--- config.mk ---
export PLATFORM = sky130hd
export DESIGN_NAME = lvpc_top
export DESIGN_NICKNAME = d
export VERILOG_FILES = /design/src/lvpc_sync.v /design/src/lvpc_top.v
export VERILOG_INCLUDE_DIRS = /design/src
export SDC_FILE = /design/constraint.sdc
export NUM_CORES = 1
export LEC_CHECK = 0
export BUFFER_PORTS_ARGS = -buffer_cell sky130_fd_sc_hd__buf_2
export CAP_MARGIN = 10
export CORE_MARGIN = 5
export CORE_UTILIZATION = 45
export DETAILED_ROUTE_END_ITERATION = 8
export PLACE_DENSITY = 0.8
export RECOVER_POWER = 25
export SLEW_MARGIN = 5
export SYNTH_ARGS = -nofsm -noshare
export SYNTH_HDL_FRONTEND = slang
export SYNTH_SLANG_ARGS = --single-unit
--- constraint.sdc ---
create_clock -name aclk -period 2.2 [get_ports aclk]
set_input_delay 0.33 -clock aclk [delete_from_list [all_inputs] [get_ports aclk]]
set_output_delay 0.33 -clock aclk [all_outputs]
set_load 0.02 [all_outputs]
--- src/lvpc_defines.vh ---
// constants for the lvds lane power control block
// assumes inclusion by bare name from design files on aclk
//
// Overview of operation
// (RL1) sleep stops pll, powers down all drivers
// (RL2) sleep control: 0 sleeps, 1 runs
// (RL3) swing select: 0 low swing, 1 high
// (RL4) 18-bit tri-states lane 3 of used banks
// (RL5) powered-down lane stays down, never tri-stated
// (RL6) depth 0 four lanes, 1 three lanes
// (RL7) powered-down driver pulls outputs to ground
// (RL8) unconnected inputs default low; the code has no pull-downs, it only clears the synchroniser stages at reset
// (RL9) host releases sleep after supplies stable
// (RL10) host sends clock only after release
// (RL11) host power-up order with lock wait
// (RL12) host power-down order with black frames; the bench sends no black frames, it drops wake then stops run 4 cycles later
// (RL13) mode selects decode three modes, 11 reserved
// (RL14) no pixel clock means low-power state
// (RL15) host waits use parameterised counters
`ifndef LVPC_DEFINES_VH
`define LVPC_DEFINES_VH

// ----------------------------------------------------------------
// operating modes {op_select_hi, op_select_lo}
// ----------------------------------------------------------------
`define LVPC_MODE_SINGLE_IN_SINGLE_OUT     2'h0
`define LVPC_MODE_SINGLE_IN_DUAL_OUT     2'h1
`define LVPC_MODE_DUAL_IN_DUAL_OUT     2'h2
`define LVPC_MODE_RSVD     2'h3

// ----------------------------------------------------------------
// lane states per driver
// ----------------------------------------------------------------
`define LVPC_LANE_OFF      2'h0
`define LVPC_LANE_ON       2'h1
`define LVPC_LANE_HIZ      2'h2

// ----------------------------------------------------------------
// swing levels in mVpp
// ----------------------------------------------------------------
`define LVPC_SWING_LOW_MV  16'h0168
`define LVPC_SWING_HIGH_MV 16'h0258

// ----------------------------------------------------------------
// pixel clock watchdog
// ----------------------------------------------------------------
`define LVPC_CLK_NS        5
`define LVPC_IDLE_NS       1000
`define LVPC_IDLE_CYC      (`LVPC_IDLE_NS / `LVPC_CLK_NS)
`define LVPC_CNT_W         8

// ----------------------------------------------------------------
// axi4-lite map
// ----------------------------------------------------------------
`define LVPC_ADDR_CTRL     4'h0
`define LVPC_ADDR_STAT     4'h4
`define LVPC_ADDR_LANE     4'h8
`define LVPC_RESP_OKAY     2'h0
`define LVPC_RESP_SLVERR   2'h2

`endif

--- src/lvpc_sync.v ---
// two-flop synchroniser for a bus of asynchronous pin levels
// assumes pins come from outside the aclk domain
`timescale 1ns/10ps
module lvpc_sync #(
    parameter W = 8
) (
    input  wire         aclk,
    input  wire         aresetn,
    input  wire [W-1:0] d,
    output wire [W-1:0] q
);
    reg [W-1:0] meta_r;
    reg [W-1:0] sync_r;

    // (RL8) pins default low
    // synchronous reset clears both stages, so q reads low during reset; an unconnected pin is not pulled low
    always @(posedge aclk)
    begin
        if (!aresetn)
        begin
            meta_r <= {W{1'b0}};
            sync_r <= {W{1'b0}};
        end
        else
        begin
            meta_r <= d;
            sync_r <= meta_r;
        end
    end

    assign q = sync_r;
endmodule

--- src/lvpc_top.v ---
// lane power control for a two-bank lvds serializer
// assumes static config pins, a free-running aclk, a pixel clock sampled as a pin
`timescale 1ns/10ps
`include "lvpc_defines.vh"
module lvpc_top #(
    parameter IDLE_CYC = `LVPC_IDLE_CYC
) (
    input  wire        aclk,
    input  wire        aresetn,
    input  wire        sleep_control_n,
    input  wire        swing_select,
    input  wire        color_depth_select,
    input  wire        op_select_lo,
    input  wire        op_select_hi,
    input  wire        pix_clk,
    output reg         pll_enable,
    output reg         swing_high,
    output reg  [4:0]  lane_a_power,
    output reg  [4:0]  lane_b_power,
    output reg  [4:0]  lane_a_oe,
    output reg  [4:0]  lane_b_oe,
    output reg  [4:0]  lane_a_pulldown,
    output reg  [4:0]  lane_b_pulldown,
    output reg         low_power,
    input  wire [3:0]  s_axi_awaddr,
    input  wire        s_axi_awvalid,
    output wire        s_axi_awready,
    input  wire [31:0] s_axi_wdata,
    input  wire [3:0]  s_axi_wstrb,
    input  wire        s_axi_wvalid,
    output wire        s_axi_wready,
    output reg  [1:0]  s_axi_bresp,
    output reg         s_axi_bvalid,
    input  wire        s_axi_bready,
    input  wire [3:0]  s_axi_araddr,
    input  wire        s_axi_arvalid,
    output wire        s_axi_arready,
    output reg  [31:0] s_axi_rdata,
    output reg  [1:0]  s_axi_rresp,
    output reg         s_axi_rvalid,
    input  wire        s_axi_rready
);
    // ----------------------------------------------------------------
    // pin synchronisers
    // ----------------------------------------------------------------
    wire [5:0] pin_s;
    lvpc_sync #(
        .W (6)
    ) u_sync (
        .aclk    (aclk),
        .aresetn (aresetn),
        .d       ({pix_clk, op_select_hi, op_select_lo, color_depth_select,
                   swing_select, sleep_control_n}),
        .q       (pin_s)
    );
    wire       awake_pin = pin_s[0];
    wire       swing_pin = pin_s[1];
    wire       depth_pin = pin_s[2];
    wire [1:0] mode_pin  = pin_s[4:3];
    wire       pclk_s    = pin_s[5];

    // ----------------------------------------------------------------
    // software override register: bit0 force sleep
    // ----------------------------------------------------------------
    reg force_sleep_r;

    // ----------------------------------------------------------------
    // pixel clock activity watchdog
    // ----------------------------------------------------------------
    reg                  pclk_d_r;
    reg [`LVPC_CNT_W-1:0] idle_cnt_r;
    reg                  clk_idle_r;
    wire                 pclk_edge = pclk_s ^ pclk_d_r;

    always @(posedge aclk)
    begin
        if (!aresetn)
        begin
            pclk_d_r   <= 1'b0;
            idle_cnt_r <= {`LVPC_CNT_W{1'b0}};
            clk_idle_r <= 1'b1;
        end
        else
        begin
            pclk_d_r <= pclk_s;
            // (RL14) idle clock detect
            if (pclk_edge)
            begin
                idle_cnt_r <= {`LVPC_CNT_W{1'b0}};
                clk_idle_r <= 1'b0;
            end
            else if (idle_cnt_r == IDLE_CYC[`LVPC_CNT_W-1:0] - 1'b1)
                clk_idle_r <= 1'b1;
            else
                idle_cnt_r <= idle_cnt_r + 1'b1;
        end
    end

    // ----------------------------------------------------------------
    // lane decode
    // ----------------------------------------------------------------
    // (RL2) low sleeps, high runs
    wire awake    = awake_pin & ~force_sleep_r;
    wire active   = awake & ~clk_idle_r;
    wire rsvd     = (mode_pin == `LVPC_MODE_RSVD);
    // (RL13) mode decode
    wire b_used   = (mode_pin == `LVPC_MODE_SINGLE_IN_DUAL_OUT) | (mode_pin == `LVPC_MODE_DUAL_IN_DUAL_OUT);

    reg [4:0] a_pwr_nxt;
    reg [4:0] b_pwr_nxt;
    reg [4:0] a_oe_nxt;
    reg [4:0] b_oe_nxt;

    always @*
    begin
        // lanes 0..3 data, lane 4 clock
        a_pwr_nxt = 5'h1F;
        b_pwr_nxt = b_used ? 5'h1F : 5'h00;
        // (RL1) sleep, idle or reserved powers both banks down
        if (!active || rsvd)
        begin
            a_pwr_nxt = 5'h00;
            b_pwr_nxt = 5'h00;
        end
        a_oe_nxt = a_pwr_nxt;
        b_oe_nxt = b_pwr_nxt;
        // (RL4) (RL6) 18-bit tri-states lane 3
        if (depth_pin)
        begin
            a_oe_nxt[3] = 1'b0;
            b_oe_nxt[3] = 1'b0;
        end
    end

    // ----------------------------------------------------------------
    // output registers
    // ----------------------------------------------------------------
    always @(posedge aclk)
    begin
        if (!aresetn)
        begin
            pll_enable      <= 1'b0;
            swing_high      <= 1'b0;
            low_power       <= 1'b1;
            lane_a_power    <= 5'h00;
            lane_b_power    <= 5'h00;
            lane_a_oe       <= 5'h00;
            lane_b_oe       <= 5'h00;
            lane_a_pulldown <= 5'h1F;
            lane_b_pulldown <= 5'h1F;
        end
        else
        begin
            // (RL1) pll only while awake
            pll_enable      <= awake & ~rsvd;
            low_power       <= ~active;
            // (RL3) swing level
            swing_high      <= swing_pin;
            lane_a_power    <= a_pwr_nxt;
            lane_b_power    <= b_pwr_nxt;
            lane_a_oe       <= a_oe_nxt;
            lane_b_oe       <= b_oe_nxt;
            // (RL5) (RL7) unpowered lanes pulled low, not floated
            lane_a_pulldown <= ~a_pwr_nxt;
            lane_b_pulldown <= ~b_pwr_nxt;
        end
    end

    // ----------------------------------------------------------------
    // axi4-lite slave
    // ----------------------------------------------------------------
    reg        aw_hold_r;
    reg        w_hold_r;
    reg [3:0]  aw_addr_r;
    reg [31:0] w_data_r;
    reg        w_strb0_r;
    assign s_axi_awready = ~aw_hold_r & ~s_axi_bvalid;
    assign s_axi_wready  = ~w_hold_r & ~s_axi_bvalid;
    assign s_axi_arready = ~s_axi_rvalid;
    wire aw_ok = aw_hold_r | (s_axi_awvalid & s_axi_awready);
    wire w_ok  = w_hold_r | (s_axi_wvalid & s_axi_wready);
    wire [3:0] wa = aw_hold_r ? aw_addr_r : s_axi_awaddr;
    wire [31:0] wd = w_hold_r ? w_data_r : s_axi_wdata;
    wire ws0 = w_hold_r ? w_strb0_r : s_axi_wstrb[0];

    always @(posedge aclk)
    begin
        if (!aresetn)
        begin
            aw_hold_r     <= 1'b0;
            w_hold_r      <= 1'b0;
            aw_addr_r     <= 4'h0;
            w_data_r      <= 32'h0000_0000;
            w_strb0_r     <= 1'b0;
            force_sleep_r <= 1'b0;
            s_axi_bvalid  <= 1'b0;
            s_axi_bresp   <= `LVPC_RESP_OKAY;
            s_axi_rvalid  <= 1'b0;
            s_axi_rdata   <= 32'h0000_0000;
            s_axi_rresp   <= `LVPC_RESP_OKAY;
        end
        else
        begin
            if (s_axi_bvalid && s_axi_bready)
                s_axi_bvalid <= 1'b0;
            if (aw_ok && w_ok)
            begin
                aw_hold_r    <= 1'b0;
                w_hold_r     <= 1'b0;
                s_axi_bvalid <= 1'b1;
                s_axi_bresp  <= (wa == `LVPC_ADDR_CTRL) ? `LVPC_RESP_OKAY
                                                        : `LVPC_RESP_SLVERR;
                if (wa == `LVPC_ADDR_CTRL && ws0)
                    force_sleep_r <= wd[0];
            end
            else
            begin
                if (s_axi_awvalid && s_axi_awready)
                begin
                    aw_hold_r <= 1'b1;
                    aw_addr_r <= s_axi_awaddr;
                end
                if (s_axi_wvalid && s_axi_wready)
                begin
                    w_hold_r  <= 1'b1;
                    w_data_r  <= s_axi_wdata;
                    w_strb0_r <= s_axi_wstrb[0];
                end
            end
            if (s_axi_rvalid && s_axi_rready)
                s_axi_rvalid <= 1'b0;
            else if (s_axi_arvalid && s_axi_arready)
            begin
                s_axi_rvalid <= 1'b1;
                s_axi_rresp  <= `LVPC_RESP_OKAY;
                case (s_axi_araddr)
                    `LVPC_ADDR_CTRL:
                        s_axi_rdata <= {31'h0000_0000, force_sleep_r};
                    `LVPC_ADDR_STAT:
                        s_axi_rdata <= {24'h00_0000, mode_pin, depth_pin, swing_pin,
                                        clk_idle_r, low_power, pll_enable, awake_pin};
                    `LVPC_ADDR_LANE:
                        s_axi_rdata <= {11'h000, lane_b_oe, lane_a_oe, 1'b0,
                                        lane_b_power, lane_a_power};
                    default:
                    begin
                        s_axi_rdata <= 32'h0000_0000;
                        s_axi_rresp <= `LVPC_RESP_SLVERR;
                    end
                endcase
            end
        end
    end
endmodule

======== After elaboration in Yosys (flattened, before gate mapping) ========
Index checks and enable logic that the tools add are counted.
storage, ports and cells
  bits in latches ......................... 0
  bits in writable memories ............... 0
  logic and storage cells ................. 93
  bits in registers ....................... 102
  ROM bits ................................ 0
  input bits .............................. 57
  memories ................................ 0
cells by class
  mux-type cells .......................... 13
  shifts and indexed selects .............. 0
  multipliers ............................. 0
  magnitude comparators ................... 0
  bitwise logic cells ..................... 24
  equal/unequal tests ..................... 6
  div/mod/pow operators ................... 0
  add/sub/neg operators ................... 1
  reductions and logical operators ........ 22
operator list
  operator                                                          number
  21-bit case mux with 3 select lines                               1
  5-bit 2-to-1 mux                                                  3
  1-bit inverter                                                    11
  5-bit inverter                                                    2
  8-bit by 1-bit adder with 8-bit output (second input constant)    1
  8-bit == test (second input constant)                             1
  4-bit zero test                                                   2
  2-bit AND reduction                                               4
  2-bit OR reduction                                                4
  1-bit bitwise AND                                                 7
  1-bit logical AND                                                 7
  1-bit 2-to-1 mux                                                  6
  2-bit == test (second input constant)                             2
  4-bit by 3-bit == test with 1-bit output (second input constant)  1
  4-bit == test (second input constant)                             1
  2-bit 2-to-1 mux                                                  2
  4-bit 2-to-1 mux                                                  1
  2-bit nonzero test                                                2
  1-bit bitwise OR                                                  3
  3-bit OR reduction                                                1
  2-bit by 1-bit == test with 1-bit output (second input constant)  1
  1-bit zero test                                                   1
  1-bit logical OR                                                  1
  1-bit bitwise XOR                                                 1

======== Longest topological paths before layout ========
  depth after elaboration ................. 7
  depth in mapped cells ................... 6
  mapped depth without buffers ............ 5

======== Cells and area by module ========
Synthesis repeated with hierarchy kept, for this count alone.
unflattened totals
  cells, all modules ...................... 247
  area total of the unflattened synthesis .. 2,466.1 um2
modules (own cells, without submodules)
  module     cells each  area an instance (um2)  instances
  lvpc_top   222         2,129.5                 1
  lvpc_sync  25          336.6                   1

======== Least setup slack after synthesis ========
No wires, ideal clock.
  path kind ............................... input port to flip-flop
  start point ............................. in s_axi_awaddr[2]
  end point ............................... reg force_sleep_r
  arrival ................................. 1,447 ps
  library setup time ...................... 137 ps
  path buffers ............................ 0
  slack ................................... 615 ps
  required time ........................... 2,063 ps
  stages .................................. 4
  path through ............................ or4_1 > o22a_2 > o311ai_2 > o41ai_2
on the way
  word-level cells in the longest chain between the ends .. 4
ends and longest elaborated chain
  what                           RTL line        text
  start: declaration             lvpc_top.v:25   input wire [3:0] s_axi_awaddr,
  4-bit 2-to-1 mux               lvpc_top.v:182  wire [3:0] wa = aw_hold_r ? aw_addr_r : s_axi_awaddr;
  4-bit zero test (no line)      -
  1-bit logical AND              lvpc_top.v:213  if (wa == `LVPC_ADDR_CTRL && ws0)
  2-bit AND reduction (no line)  -
  end signal: assignment         lvpc_top.v:214  force_sleep_r <= wd[0];
  end: declaration               lvpc_top.v:65   reg force_sleep_r;
Every way passes these cells.
A chain may end at the register's enable or synchronous reset.

======== Final worst setup path ========
  start point ............................. reg idle_cnt_r[0]
  end point ............................... reg idle_cnt_r[0]
on the way
  word-level cells in the longest chain between the ends .. 1
  elaborated cells between the ends (all ways) .. 2
ends and longest elaborated chain
  what                                                                     RTL line                      text
  start: declaration                                                       lvpc_top.v:71                 reg [`LVPC_CNT_W-1:0] idle_cnt_r;
  start signal: assignment                                                 lvpc_top.v:80                 idle_cnt_r <= {`LVPC_CNT_W{1'b0}};
  start signal: assignment                                                 lvpc_top.v:89                 idle_cnt_r <= {`LVPC_CNT_W{1'b0}};
  start signal: assignment                                                 lvpc_top.v:95                 idle_cnt_r <= idle_cnt_r + 1'b1;
  8-bit by 1-bit adder with 8-bit output or 8-bit == test (tied branches)  lvpc_top.v:95, lvpc_top.v:92
Several ways; a longest one is shown, not always the timed one.

==> key figures <==
Clock tree
  – # hold bufs at CTS: 0
  – Root buffer cell: clkbuf_8
  – CTS tree: yes
  – CTS buffer count: 5
  – Longest Clk Path Bufs: 2
  – Clock sinks: 56
  – Post-CTS resize count: 0
  – Clock Latency Late Sink: between 300 and 400 ps
  – Clock Pin Slew Worst Setup and Hold Paths: approximately 90 ps
  – Post-CTS setup buffer count: 0
  – Htree depth: 2

Yosys
  – Syn. warnings: 0
  – Cell variety after synth: 38
  – Largest cells by area after synthesis: dfxtp_1 46%, buf_4 14%, nor2b_1 5.6%
  – Area of the mapped netlist: ~0.0025 mm^2
  – EDFF count, synth: 0
  – Cells after synthesis: between 200 and 300
  – Seq/Total Area, Yosys: 0.456
  – Top-area cell type share of the netlist area: 0.456
  – Post-synth ARST share: 0
  – Synth area leader: dfxtp_1
  – Top FF cell, synth: dfxtp_1
  – FF+latch count, synth: 56
  – Syn_area_per_cell: 9.72 um^2

Cells and area
  – P&R area growth vs syn: 11.1%
  – Layout cell share with drive strength beyond 1: 0.279
  – Inserted Diodes: 0
  – Leading cell type in the layout, fill and taps excluded: buf_2
  – Nets: 364
  – Most frequent cells in the layout: 71 x buf_2, 56 x dfxtp_1, 22 x nor2b_1
  – Fill cell count: a little over 500

Critical path
  – RR Startpoint: idle_cnt_r[0]
  – Crit path launch type: flip-flop
  – CP max-delay cell: nor4bb_1
  – WS Path Type: reg2reg
  – Worst R2R End: idle_cnt_r[0]
  – Peak per-stage delay on the critical path: about 400 ps
  – Worst Path Required: about 2400 ps
  – Critical-path maximum fanout: 5
  – Top Family by Delay on Critical Path: simple AND/OR/NAND/NOR gates
  – CP Cell Sequence: ha_1, nor4bb_1, nand4b_1, xnor2_1, nor2_1
  – Reg2Reg Depth: 5
  – Crit path capture type: flip-flop
  – Bufs and invs on worst path: 0
  – R2R setup slack: about 480 ps
  – CP arrival: about 1900 ps

Route
  – DR WL/cell: about 12 um
  – 1st-pass router iterations: 4
  – DRC Markers: 0
  – Routed Antenna Nets: 0
  – Final wirelength: between 4000 and 5000 um
  – Via/cell ratio: 4.68
  – Starting DRT DRC Count: ~90
  – Via count: 1763

Timing
  – Worst-Margin Slew: slightly above 700 ps
  – Fmax: 581 MHz
  – Final-report hold violation count: 0
  – Max-slew violations: 0
  – Slew margin rel.: 0.524
  – Setup TNS: 0 ps
  – Min Tclk post-route: roughly 1700 ps
  – RSZ-0062 raised after global routing: no
  – # setup viols final: 0
  – Worst Setup Slack, final: around 480 ps
  – Final Cycle Share: 0.782
  – WHS: roughly 220 ps
  – Worst clock skew: 10.6 ps

Flow run
  – Max cap viols: 0

Power and ir drop
  – Pleak: approximately 0.0013 uW
  – Max VDD drop: around 0.00032 V
  – Total power: ~1900 uW
  – PwrDens: 682 mW/mm^2

GRT
  – Vias in the first global route: 1666
  – Met2 GRT Util: 0.219
  – First-pass GRT wire length: 7580 um
  – Met1 Use GR: 0.152
  – Initial antenna violation count: 0
  – Met3 Track Usage GR: 0.0444
  – Overflow after GRT: 0
  – GRT Max-Usage Layer: met2
  – Largest net degree at the start of global routing: 24
  – GRT Util Overall: 0.132

Floorplanning
  – Area of the die: 0.00704 mm^2
  – Row count: 27
  – Initial Util: 0.455
  – Die Wd: ~84 um
  – CORE AREA: between 0.005 and 0.006 mm^2
  – Die H: ~84 um
  – I/O pins: 131

Hold path
  – Worst Hold Path EP: u_sync.meta_r[1]
  – Hold depth: 2
  – Hold path start: swing_select
  – Hold Path Class: in2reg

Placement
  – Placement Setup Slack: around 450 ps
  – Port buffer count: 82
  – Final HPWL DP: 3600 um
  – RD Place Congestion: around 0.76

Outcome
  – Status: completed
## cell usage after synthesis, drive strengths merged (2+ instances only)
master / count
or3: 3
clkbuf: 6
o211a: 2
nand2: 12
nand2b: 3
ha: 2
a22oi: 11
nand3b: 2
nand3: 3
a21boi: 2
buf: 46
o21ai: 4
a21oi: 3
nor4: 2
nor2b: 22
xnor2: 2
inv: 5
xor2: 2
and2: 15
and3b: 2
mux2i: 10
nor3: 3
nor2: 15
a21o: 7
dfxtp: 56
## where the power goes
group,total [uW],switching (uW),internal [uW]
combinational,221,135,86.4
sequential,1080,27.7,1050
clock,565,313,251
## metal layers
| metal | part of all wire | routed length, um | vias up |
|---|---|---|---|
| li1 | - | - | 899 |
| met1 | 0.41 | 1900 | 807 |
| met2 | 0.49 | 2230 | 47 |
| met3 | 0.078 | 359 | 10 |
| met4 | 0.021 | 95 | 0 |
| met5 | 0 | 0 | - |
## kinds of logic after synthesis
family / count (synthesis) / share of synthesized area
mux: 11 / 0.0453
xor+xnor: 4 / 0.0143
simple gates: 87 / 0.198
other cells: 1 / 0.00153
buf+inv: 57 / 0.157
compound gates: 35 / 0.117
fa+ha+maj: 2 / 0.0102
flops: 56 / 0.456
## registers in the layout, summed over array words and instances (netlist names), 4 cells and up
register,flops
u_sync.meta_r,6
u_sync.q,6
aw_addr_r,4
idle_cnt_r,8
s_axi_rdata,12
## worst reg2reg max path, delay by kind of cell (launching register included)
family | cells | cell delay (ps)
flip-flops | 1 | 390
adder cells (fa/ha/maj) | 1 | 270
AND/OR/NAND/NOR | 3 | 740
XOR/XNOR | 1 | 210
## stage by stage
stage / area (um^2) / utilization / cells
floorplan: 2510 / - / 266
finish: 2730 / 0.506 / 377
detailed placement: 2660 / 0.491 / 370
CTS: 2750 / 0.508 / 377
global route: 2730 / 0.506 / 377
global placement: 2660 / 0.491 / 370
## worst max path at each step
| stage | startpoint | to | slack (ps) | cells past startpoint |
|---|---|---|---|---|
| floorplan | s_axi_awaddr[2] | force_sleep_r | 620 | 4 |
| global placement | s_axi_awaddr[2] | force_sleep_r | 460 | 5 |
| detailed placement | s_axi_awaddr[2] | force_sleep_r | 450 | 5 |
| CTS | idle_cnt_r[0] | idle_cnt_r[0] | 500 | 5 |
| global route | s_axi_rvalid | s_axi_rdata[14] | 330 | 4 |
| finish | idle_cnt_r[0] | idle_cnt_r[0] | 480 | 5 |
## cell type report
| cell class | instances | area (um^2) | share of cell area |
|---|---|---|---|
| Clock buffer | 6 | 82.6 | 0.0302 |
| Clock inverter | 1 | 8.76 | 0.00321 |
| Inverter | 5 | 18.8 | 0.00687 |
| Multi-Input combinational cell | 153 | 1000 | 0.366 |
| Sequential cell | 56 | 1120 | 0.410 |
| Tap cell | 72 | 90.1 | 0.0330 |
| Timing Repair Buffer | 84 | 412 | 0.151 |
No activity file was read; power rests on OpenSTA's default activity.
